$ cat src/hw/ckr_map.svh
`ifndef CKR_MAP_SVH
`define CKR_MAP_SVH
// register byte addresses
`define CKR_ADDR_TEST_STOP 8'h06
`define CKR_ADDR_REV_MAKER 8'h07
`define CKR_ADDR_REQ_MAP 8'h08
`define CKR_ADDR_SPREAD_CFG 8'h09
// byte 6 field positions
`define CKR_B6_TEST_SEL 7
`define CKR_B6_TEST_MODE 6
`define CKR_B6_REF_DRIVE 4
`define CKR_B6_SW_HALT_N 3
// byte 8 field positions
`define CKR_B8_B_PAIR7 7
`define CKR_B8_B_PAIR5 6
`define CKR_B8_B_PAIR3 5
`define CKR_B8_B_PAIR1 4
`define CKR_B8_A_PAIR4 2
`define CKR_B8_A_PAIR2 1
// byte 9 field positions
`define CKR_B9_PROFILE_HI 7
`define CKR_B9_PROFILE_LO 4
`define CKR_B9_FREQ_SEL 3
`define CKR_B9_ENABLE 2
`define CKR_B9_SPREAD_EN 1
`define CKR_B9_SW_SOURCE 0
// reset values of the writable bytes
`define CKR_RST_B6 8'h18
`define CKR_RST_B8 8'h44
`define CKR_RST_B9 8'h0E
// writable masks: reserved bits stay zero
`define CKR_WMASK_B6 8'hD8
`define CKR_WMASK_B8 8'hF6
// identity byte, value arbitrary
`define CKR_REV_MAKER_ID 8'h5A
// pair mask width and all-zero pair mask
`define CKR_PAIRS 7
`define CKR_ZERO_PAIRS 7'h00
// bit index of each pin-mapped pair (1 to 5 and 7) in the halt and map vectors (bit k is pair k+1)
`define CKR_PAIR1_IDX 0
`define CKR_PAIR2_IDX 1
`define CKR_PAIR3_IDX 2
`define CKR_PAIR4_IDX 3
`define CKR_PAIR5_IDX 4
`define CKR_PAIR7_IDX 6
// request pin index in the debounce vectors
`define CKR_REQ_A 0
`define CKR_REQ_B 1
`endif

$ cat src/hw/ckr_pkg.sv
package ckr_pkg;
	// strap capture state
	typedef enum logic [1:0] {
		CKR_WAIT_GOOD,
		CKR_CAPTURED
	} ckr_strap_state_type;

	// host register access
	typedef struct packed {
		logic wr;
		logic rd;
		logic [7:0] addr;
		logic [7:0] wdata;
	} ckr_reg_req_type;

	// spreadable output controls
	typedef struct packed {
		logic [3:0] profile;
		logic freq_100;
		logic enable;
		logic spread_on;
	} ckr_alt_ctrl_type;

	// whole block state
	typedef struct packed {
		logic [7:0] b6_reg;
		logic [7:0] b8_reg;
		logic [7:0] b9_reg;
		logic [2:0] strap_reg;
		ckr_strap_state_type strap_st_reg;
		logic [7:0] rdata_reg;
		logic [1:0] req_s1_reg;
		logic [1:0] req_s2_reg;
		logic [1:0] req_ok_reg;
		logic [6:0] halt_mask_reg;
		logic test_mode_reg;
		logic test_sel_reg;
		logic ref_high_reg;
		ckr_alt_ctrl_type alt_reg;
	} ckr_state_type;
endpackage

$ cat src/hw/ckr_ctrl_regs.sv
`timescale 1ns/1ps
`include "ckr_map.svh"
// Notes on behaviour
// RL1: byte 6 bit 6 enters test mode
// RL2: test mode: bit 7 picks tri-state or divided
// RL3: byte 6 bit 4 sets reference drive
// RL4: clearing byte 6 bit 3 halts stoppable outputs
// RL5: setting it resumes them; resets to one
// RL6: byte 6 low bits hold captured straps
// RL7: byte 8 high bits map pin B pairs
// RL8: byte 8 bits 2,1 map pin A pairs
// RL9: byte 9 high nibble picks spread profile
// RL10: byte 9 bit 3 picks 96 or 100
// RL11: byte 9 bit 2 enables spreadable output
// RL12: byte 9 bit 1 enables spread modulation
// RL13: byte 9 bit 0 picks software source
// RL14: hardware source used when bit 0 clear
// RL15: request pin accepted after two stable samples
// RL16: deasserted request stops mapped pairs low
module ckr_ctrl_regs (
	input wire logic core_clk_i,
	input wire logic rst_n_i,
	input ckr_pkg::ckr_reg_req_type req_i,
	input wire logic link_edge_i,
	input wire logic [2:0] freq_strap_i,
	input wire logic power_good_strobe_n_i,
	input wire logic clock_request_pin_a_n_i,
	input wire logic clock_request_pin_b_n_i,
	input wire logic hw_freq_100_i,
	input wire logic [6:0] free_run_mask_i,
	output logic [7:0] rdata_o,
	output logic test_mode_o,
	output logic test_sel_o,
	output logic ref_high_drive_o,
	output logic [6:0] pair_halt_o,
	output ckr_pkg::ckr_alt_ctrl_type alt_ctrl_o
);
	// whole block state in one struct: one process builds the next value,
	// one clocked process registers it
	ckr_pkg::ckr_state_type state_reg;
	ckr_pkg::ckr_state_type state_next;

	// masked byte write helper
	function automatic logic [7:0] ckr_merge(input logic [7:0] old_v, input logic [7:0] new_v,
		input logic [7:0] mask);
		ckr_merge = (old_v & ~mask) | (new_v & mask);
	endfunction

	// register byte address match, shared by the write and read decoders
	function automatic logic ckr_hit(input logic [7:0] addr, input logic [7:0] target);
		ckr_hit = (addr == target);
	endfunction

	// reset image of the whole state, control copies derived from the byte reset values;
	// read data, debounce samples and halt mask start at zero, so pins count as asserted
	function automatic ckr_pkg::ckr_state_type ckr_reset_state();
		ckr_pkg::ckr_state_type s;
		logic [7:0] b6;
		logic [7:0] b9;
		s = '0;
		b6 = `CKR_RST_B6;
		b9 = `CKR_RST_B9;
		s.b6_reg = b6;
		s.b8_reg = `CKR_RST_B8;
		s.b9_reg = b9;
		s.strap_st_reg = ckr_pkg::CKR_WAIT_GOOD;
		s.test_mode_reg = b6[`CKR_B6_TEST_MODE];
		s.test_sel_reg = b6[`CKR_B6_TEST_SEL];
		s.ref_high_reg = b6[`CKR_B6_REF_DRIVE];
		s.alt_reg.profile = b9[`CKR_B9_PROFILE_HI:`CKR_B9_PROFILE_LO];
		s.alt_reg.freq_100 = b9[`CKR_B9_FREQ_SEL];
		s.alt_reg.enable = b9[`CKR_B9_ENABLE];
		s.alt_reg.spread_on = b9[`CKR_B9_SPREAD_EN];
		return s;
	endfunction

	// pin B map: byte 8 bits 7 to 4 select pairs 7, 5, 3 and 1
	function automatic logic [6:0] ckr_map_b(input logic [7:0] b8);
		logic [6:0] m;
		m = `CKR_ZERO_PAIRS;
		m[`CKR_PAIR7_IDX] = b8[`CKR_B8_B_PAIR7];
		m[`CKR_PAIR5_IDX] = b8[`CKR_B8_B_PAIR5];
		m[`CKR_PAIR3_IDX] = b8[`CKR_B8_B_PAIR3];
		m[`CKR_PAIR1_IDX] = b8[`CKR_B8_B_PAIR1];
		return m;
	endfunction

	// pin A map: byte 8 bits 2 and 1 select pairs 4 and 2
	function automatic logic [6:0] ckr_map_a(input logic [7:0] b8);
		logic [6:0] m;
		m = `CKR_ZERO_PAIRS;
		m[`CKR_PAIR4_IDX] = b8[`CKR_B8_A_PAIR4];
		m[`CKR_PAIR2_IDX] = b8[`CKR_B8_A_PAIR2];
		return m;
	endfunction

	// combined halt mask: the software halt spares free pairs,
	// a released request pin halts only the pairs mapped to it
	function automatic logic [6:0] ckr_halt(input logic sw_halt_n, input logic [6:0] free_mask,
		input logic [1:0] released, input logic [6:0] map_a, input logic [6:0] map_b);
		logic [6:0] h;
		h = `CKR_ZERO_PAIRS;
		if (!sw_halt_n) begin
			h = ~free_mask; // [RL4]
		end
		if (released[`CKR_REQ_A]) begin
			h = h | map_a; // [RL16]
		end
		if (released[`CKR_REQ_B]) begin
			h = h | map_b; // [RL16]
		end
		return h;
	endfunction

	// next-state logic for registers, straps, request pins and halt mask
	always_comb begin
		logic [6:0] mask_a;
		logic [6:0] mask_b;
		logic [6:0] halt;
		mask_a = `CKR_ZERO_PAIRS;
		mask_b = `CKR_ZERO_PAIRS;
		halt = `CKR_ZERO_PAIRS;
		state_next = state_reg;
		// host writes; the identity byte and unmapped addresses fall through and are dropped
		if (req_i.wr) begin
			if (ckr_hit(req_i.addr, `CKR_ADDR_TEST_STOP)) begin
				// strap bits and the reserved bit are outside the mask and stay as they are
				state_next.b6_reg = ckr_merge(state_reg.b6_reg, req_i.wdata,
					`CKR_WMASK_B6); // [RL1] [RL2] [RL3] [RL4] [RL5]
			end else if (ckr_hit(req_i.addr, `CKR_ADDR_REQ_MAP)) begin
				// reserved bits are masked off and always read zero
				state_next.b8_reg = ckr_merge(state_reg.b8_reg, req_i.wdata,
					`CKR_WMASK_B8); // [RL7] [RL8]
			end else if (ckr_hit(req_i.addr, `CKR_ADDR_SPREAD_CFG)) begin
				state_next.b9_reg = req_i.wdata; // [RL9] [RL10] [RL11] [RL12] [RL13]
			end
		end

		// host reads; unmapped reads return zero
		// a read in the same cycle as a write returns the byte as it was before the write
		if (req_i.rd) begin
			if (ckr_hit(req_i.addr, `CKR_ADDR_TEST_STOP)) begin
				state_next.rdata_reg = {state_reg.b6_reg[`CKR_B6_TEST_SEL:`CKR_B6_SW_HALT_N],
					state_reg.strap_reg}; // [RL6]
			end else if (ckr_hit(req_i.addr, `CKR_ADDR_REV_MAKER)) begin
				state_next.rdata_reg = `CKR_REV_MAKER_ID;
			end else if (ckr_hit(req_i.addr, `CKR_ADDR_REQ_MAP)) begin
				state_next.rdata_reg = state_reg.b8_reg;
			end else if (ckr_hit(req_i.addr, `CKR_ADDR_SPREAD_CFG)) begin
				state_next.rdata_reg = state_reg.b9_reg;
			end else begin
				state_next.rdata_reg = 8'h00;
			end
		end

		// straps latched once while power good strobe is low
		case (state_reg.strap_st_reg)
			ckr_pkg::CKR_WAIT_GOOD: begin
				if (!power_good_strobe_n_i) begin
					state_next.strap_reg = freq_strap_i; // [RL6]
					state_next.strap_st_reg = ckr_pkg::CKR_CAPTURED;
				end
			end
			default: begin
				state_next.strap_st_reg = ckr_pkg::CKR_CAPTURED;
			end
		endcase

		// request pins debounced on link edges: s1 is the newest sample, s2 the one before;
		// a level is only accepted when both agree, so a pin bouncing between two link
		// edges never reaches the halt mask
		if (link_edge_i) begin
			state_next.req_s1_reg = {clock_request_pin_b_n_i, clock_request_pin_a_n_i};
			state_next.req_s2_reg = state_reg.req_s1_reg;
			if (state_reg.req_s1_reg == state_reg.req_s2_reg) begin
				state_next.req_ok_reg = state_reg.req_s2_reg; // [RL15]
			end
		end

		// pair maps from byte 8
		mask_b = ckr_map_b(state_reg.b8_reg); // [RL7]
		mask_a = ckr_map_a(state_reg.b8_reg); // [RL8]

		// halt: software halt for non-free pairs, released pins for their mapped pairs
		halt = ckr_halt(state_reg.b6_reg[`CKR_B6_SW_HALT_N], free_run_mask_i,
			state_reg.req_ok_reg, mask_a, mask_b); // [RL4] [RL16]
		// halt changes only on link edge so stops are whole periods
		if (link_edge_i) begin
			state_next.halt_mask_reg = halt; // [RL4] [RL5] [RL16]
		end

		// control copies lag their register byte by one edge, so every control output
		// is a plain flip-flop; a write therefore shows on the pins one edge after
		// it is taken
		state_next.test_mode_reg = state_reg.b6_reg[`CKR_B6_TEST_MODE]; // [RL1]
		state_next.test_sel_reg = state_reg.b6_reg[`CKR_B6_TEST_SEL]; // [RL2]
		state_next.ref_high_reg = state_reg.b6_reg[`CKR_B6_REF_DRIVE]; // [RL3]
		state_next.alt_reg.profile =
			state_reg.b9_reg[`CKR_B9_PROFILE_HI:`CKR_B9_PROFILE_LO]; // [RL9]
		state_next.alt_reg.enable = state_reg.b9_reg[`CKR_B9_ENABLE]; // [RL11]
		state_next.alt_reg.spread_on = state_reg.b9_reg[`CKR_B9_SPREAD_EN]; // [RL12]
		// frequency source: software select bit only counts while the source bit is set,
		// otherwise the hardware level is followed
		if (state_reg.b9_reg[`CKR_B9_SW_SOURCE]) begin
			state_next.alt_reg.freq_100 = state_reg.b9_reg[`CKR_B9_FREQ_SEL]; // [RL10] [RL13]
		end else begin
			state_next.alt_reg.freq_100 = hw_freq_100_i; // [RL14]
		end
	end

	// state register with synchronous reset
	always_ff @(posedge core_clk_i) begin
		if (!rst_n_i) begin
			state_reg <= ckr_reset_state(); // [RL1] [RL3] [RL5] [RL11] [RL12] [RL13]
		end else begin
			state_reg <= state_next;
		end
	end

	// outputs straight from flip-flops
	assign rdata_o = state_reg.rdata_reg;
	assign test_mode_o = state_reg.test_mode_reg;
	assign test_sel_o = state_reg.test_sel_reg;
	assign ref_high_drive_o = state_reg.ref_high_reg;
	assign pair_halt_o = state_reg.halt_mask_reg;
	assign alt_ctrl_o = state_reg.alt_reg;
endmodule

$ cat config.mk
export PLATFORM = sky130hd
export DESIGN_NAME = ckr_ctrl_regs
export DESIGN_NICKNAME = d
export VERILOG_FILES = /design/src/hw/ckr_pkg.sv /design/src/hw/ckr_ctrl_regs.sv
export VERILOG_INCLUDE_DIRS = /design/src /design/src/hw
export SDC_FILE = /design/constraint.sdc
export NUM_CORES = 1
export LEC_CHECK = 0
export ABC_AREA = 1
export BUFFER_PORTS_ARGS = -buffer_cell sky130_fd_sc_hd__buf_2
export CAP_MARGIN = 10
export CORE_MARGIN = 5
export CORE_UTILIZATION = 45
export DETAILED_ROUTE_END_ITERATION = 7
export PLACE_DENSITY = 0.73
export SYNTH_ARGS = -nofsm -noshare
export SYNTH_HDL_FRONTEND = slang
export SYNTH_SLANG_ARGS = --single-unit
$ cat constraint.sdc
create_clock -name core_clk_i -period 2.35 [get_ports core_clk_i]
set_clock_uncertainty 0.15 [all_clocks]
set_input_delay 0.1175 -clock core_clk_i [delete_from_list [all_inputs] [get_ports core_clk_i]]
set_output_delay 0.1175 -clock core_clk_i [all_outputs]
set_load 0.03 [all_outputs]
# Word-level counts from Yosys, hierarchy flattened

Index checks and enable logic that the tools add are counted.
Widths: inputs -> output; s select.

Latch bits: 0
Memories kept: 0
Bits in read-only memories: 0
Register bits after elaboration: 59
Logic and storage cells: 47
Output and inout bits: 25
RAM bits: 0

Equality and inequality tests: 6
Multiplexer cells: 10
Reduce and logical (&&, ||, !) cells: 6
Multipliers: 0
Bitwise gates (word level): 8
Shift-type cells: 0
Order comparisons: 0
Div/mod/pow operators: 0
Add/subtract/negate cells: 0

Operator list:

| operator           | number |
|---|---|
| $mux 8             | 4 |
| $mux 7             | 3 |
| $eq 8x3->1 const B | 2 |
| $eq 8x4->1 const B | 2 |
| $or 4x8->8         | 1 |
| $or 6x8->8         | 1 |
| $not 7->7          | 1 |
| $or 7x4->7         | 1 |
| $or 7x7->7         | 1 |
| $reduce_and 2->1   | 3 |
| $reduce_and 4->1   | 1 |
| $mux 1             | 3 |
| $not 1->1          | 3 |
| $reduce_and 3->1   | 1 |
| $eq 2x2->1         | 1 |
| $logic_not 2->1    | 1 |
| $ne 2x2->1 const B | 1 |

# Depth between registers and ports, before layout

Depth in word-level cells: 6
Mapped depth: 9

# Least setup slack after synthesis

Ideal clock, no wire load.

Kind: reg-to-reg
Start point: reg state_reg[20] (netlist name)
End point: reg state_reg[18] (netlist name)
Data arrival time: 960 ps
Required time: 2,072 ps
Slack: 1,112 ps
Buffers on the path: 0
Period minus slack after synthesis: 1,238 ps
Cell stages (with the launch flop): 7
Path through: dfxtp_1 inv_1 nand2_1 o21ai_0 or2_2 a21oi_1 nor2_1

Cells in the longest elaborated chain, start to end: 2

Ends and longest elaborated chain:

| item                              | RTL line             | RTL |
|---|---|---|
| start, declared                   | ckr_ctrl_regs.sv:40  | `ckr_pkg::ckr_state_type state_reg;` |
| start signal, assigned            | ckr_ctrl_regs.sv:214 | `state_reg <= ckr_reset_state();` |
| start signal, assigned            | ckr_ctrl_regs.sv:216 | `state_reg <= state_next;` |
| $eq 2x2->1                        | ckr_ctrl_regs.sv:175 | `if (state_reg.req_s1_reg == state_reg.req_s2_reg) begin` |
| $reduce_and 2->1 (no source line) | --                   |  |

Several ways; a longest one is shown, not always the timed one.
A chain may end at the register's enable or synchronous reset.

# Worst setup path after layout

Start point: in free_run_mask_i[1]
End point: reg state_reg, in the netlist pair_halt_o[1]

Cells in the longest elaborated chain, start to end: 6

Ends and longest elaborated chain:

| item            | RTL line             | RTL |
|---|---|---|
| start, declared | ckr_ctrl_regs.sv:30  | `input wire logic [6:0] free_run_mask_i,` |
| $not 7->7 *     | ckr_ctrl_regs.sv:104 | `h = ~free_mask;` |
| $mux 7 *        | ckr_ctrl_regs.sv:103 | `if (!sw_halt_n) begin` |
| $or 7x4->7      | ckr_ctrl_regs.sv:107 | `h = h \| map_a;` |
| $mux 7 *        | ckr_ctrl_regs.sv:106 | `` if (released[`CKR_REQ_A]) begin `` |
| $or 7x7->7      | ckr_ctrl_regs.sv:110 | `h = h \| map_b;` |
| $mux 7 *        | ckr_ctrl_regs.sv:109 | `` if (released[`CKR_REQ_B]) begin `` |

Every way passes the cells marked *; elsewhere a longest branch is shown, timed or not.

==> results.sh <==
export IMPL_status="complete, no violations"
export IMPL_clk_latency_ns=0.31
export IMPL_ys_flop_type="dfxtp_1"
export IMPL_die_area_um2=6884
export IMPL_cp_end_kind="register"
export IMPL_coreArea_um2=5140
export IMPL_period_share=0.6549
export IMPL_whs_ns=0.02835
export IMPL_relSlewSlack=0.6416
export IMPL_htree_levels=2
export IMPL_first_pass_iters=4
export IMPL_period_needed_ns=1.539
export IMPL_p_leak_nw=1.411
export IMPL_layout_drive_gt1_share=0.2222
export IMPL_n_antenna_cell=0
export IMPL_p_per_area_nw_per_um2=554.4
export IMPL_wl_per_cell_um=12.23
export IMPL_crit_fanout=1
export IMPL_rsz0062_at_grt="no"
export IMPL_layout_nets=421
export IMPL_setup_tns_ns=0
export IMPL_ys_types=25
export IMPL_cap_violations=0
export IMPL_grtUsageTotal=0.1646
export IMPL_synthesis_nets=361
export IMPL_die_h_um=82.97
export IMPL_antenna_found_initial=0
export IMPL_tightestPinTransition_ns=0.5370
export IMPL_worstPathRequired_ns=2.45
export IMPL_grt_pass1_wl_mm=9.411
export IMPL_dp_hpwl_mm=4.090
export IMPL_io_pins=60
export IMPL_yosysMostFrequentCell="nand2_1"
export IMPL_ir_drop_mv=0.3564
export IMPL_crit_arrival_ns=1.64
export IMPL_r2r_slack_ns=0.85
export IMPL_largest_reg_flops=19
export IMPL_avgSynthCellArea_um2=7.350
export IMPL_syn_area_um2=2396
export IMPL_postSynthCellCount=326
export IMPL_syn_to_final_growth_pct=21.62
export IMPL_grt_pass1_vias=2020
export IMPL_drc=0
export IMPL_numCtsBuffers=5
export IMPL_seq_area_frac_synth=0.4428
export IMPL_ctsResizeCount=0
export IMPL_clock_sinks=53
export IMPL_die_x_um=82.97
export IMPL_synth_commonest_cells="nand2_1 (76), dfxtp_1 (53), inv_1 (39)"
export IMPL_crit_type="in2reg"
export IMPL_async_flop_share=0
export IMPL_yosysTopAreaCell="dfxtp_1"
export IMPL_hold_buffers=24
export IMPL_fp_row_count=26
export IMPL_max_freq_mhz=649.7
export IMPL_drt_first_iter_violations=236
export IMPL_post_cts_setup_buffer_count=0
export IMPL_fin_cells=457
export IMPL_avgViaCountPerCell=4.772
export IMPL_finalCoreUtilization=0.5669
export IMPL_final_antenna_net_count=0
export IMPL_grt_max_degree=36
export IMPL_final_max_slew_viol_count=0
export IMPL_ys_warnings_count=0
export IMPL_yosysTopAreaCellShare=0.4428
export IMPL_post_place_cells=425
export IMPL_overflow=0
export IMPL_cts_tree="built"
export IMPL_setup_viol=0
export IMPL_synth_area_leaders="dfxtp_1 (44%), nand2_1 (12%), buf_4 (7.2%)"
export IMPL_synth_edf_count=0
export IMPL_clk_path_buf_depth=2
export IMPL_wirelength_mm=5.588
export IMPL_cp_start_kind="input pin"
export IMPL_report_final_hold_viol_count=0
export IMPL_globalplace_congestion=0.9394
export IMPL_port_buffers=59
export IMPL_via_count=2181
export IMPL_path_clk_slew_ns=0.10
export IMPL_holdCritPathClass="in2reg"
export IMPL_initial_utilization=0.4662
export IMPL_cts_root_buf="clkbuf_8"
export IMPL_ys_ff_latch=53
## final cells by class
class | count | area (µm²)
fillers | 507 | 2226
flip-flops and latches | 53 | 1061
multi-input cells | 198 | 955.9
repair buffers | 85 | 550.5
inverters | 43 | 168.9
well taps | 70 | 87.58
clock buffers | 5 | 68.82
clock inverters | 3 | 21.27
## cells by family after synthesis
| family | synth area share |
|---|---|
| AND/OR/NAND/NOR | 0.2684 |
| buffers and inverters | 0.1582 |
| AO/OA/AOI/OAI | 0.1306 |
| flip-flops | 0.4428 |
## power breakdown
| group | total, mW | switching, mW | internal, mW |
|---|---|---|---|
| combinational | 0.177 | 0.101 | 0.0761 |
| clock | 0.511 | 0.299 | 0.212 |
| sequential | 0.928 | 0.0103 | 0.917 |
| total | 1.62 | 0.410 | 1.21 |
## worst paths after layout
kind	start	to	cells past startpoint
hold reg to reg	state_next[9]	test_mode_o	2
setup / recovery	free_run_mask_i[1]	pair_halt_o[1]	6
setup reg to reg	state_reg[55]	pair_halt_o[1]	4
hold / removal	req_i[16]	rdata_o[6]	2
## through the flow
step | power (mW) | area, µm² | setup WS [ns]
final | 1.616 | 2914 | 0.8109
after CTS | 1.630 | 2914 | 0.8207
after detailed placement | 1.096 | 2584 | 0.6551
after global placement | 1.094 | 2584 | 0.6694
after global routing | 1.693 | 2914 | 0.7384
after floorplan | 1.046 | 2396 | 1.112
## placed cells by master, fill, tap and decap left out, drive strengths merged
cell	count
a21oi	27
a2bb2oi	1
buf	61
clkbuf	5
clkinv	5
clkinvlp	1
dfxtp	53
dlygate4sd3	24
inv	40
nand2	80
nand3	27
nand4	2
nor2	30
o211ai	3
o21ai	20
o22ai	2
o2bb2ai	3
o31ai	1
or2	2
## per-layer routing
metal	track usage	routed length (µm)	vias up
met1	0.2035	2516	965
met3	0.03861	355	13
met5	0	0	-
met4	0.06538	113	0
li1	-	-	1137
met2	0.2755	2602	66
## worst max-delay path, stage by stage
cell and delay (ns):
dlygate4sd3_1 0.54, buf_2 0.12, o22ai_1 0.13, nand2_1 0.06, dlygate4sd3_1 0.55, a21oi_1 0.11
Note: power is estimated with default switching activity, not from simulation.
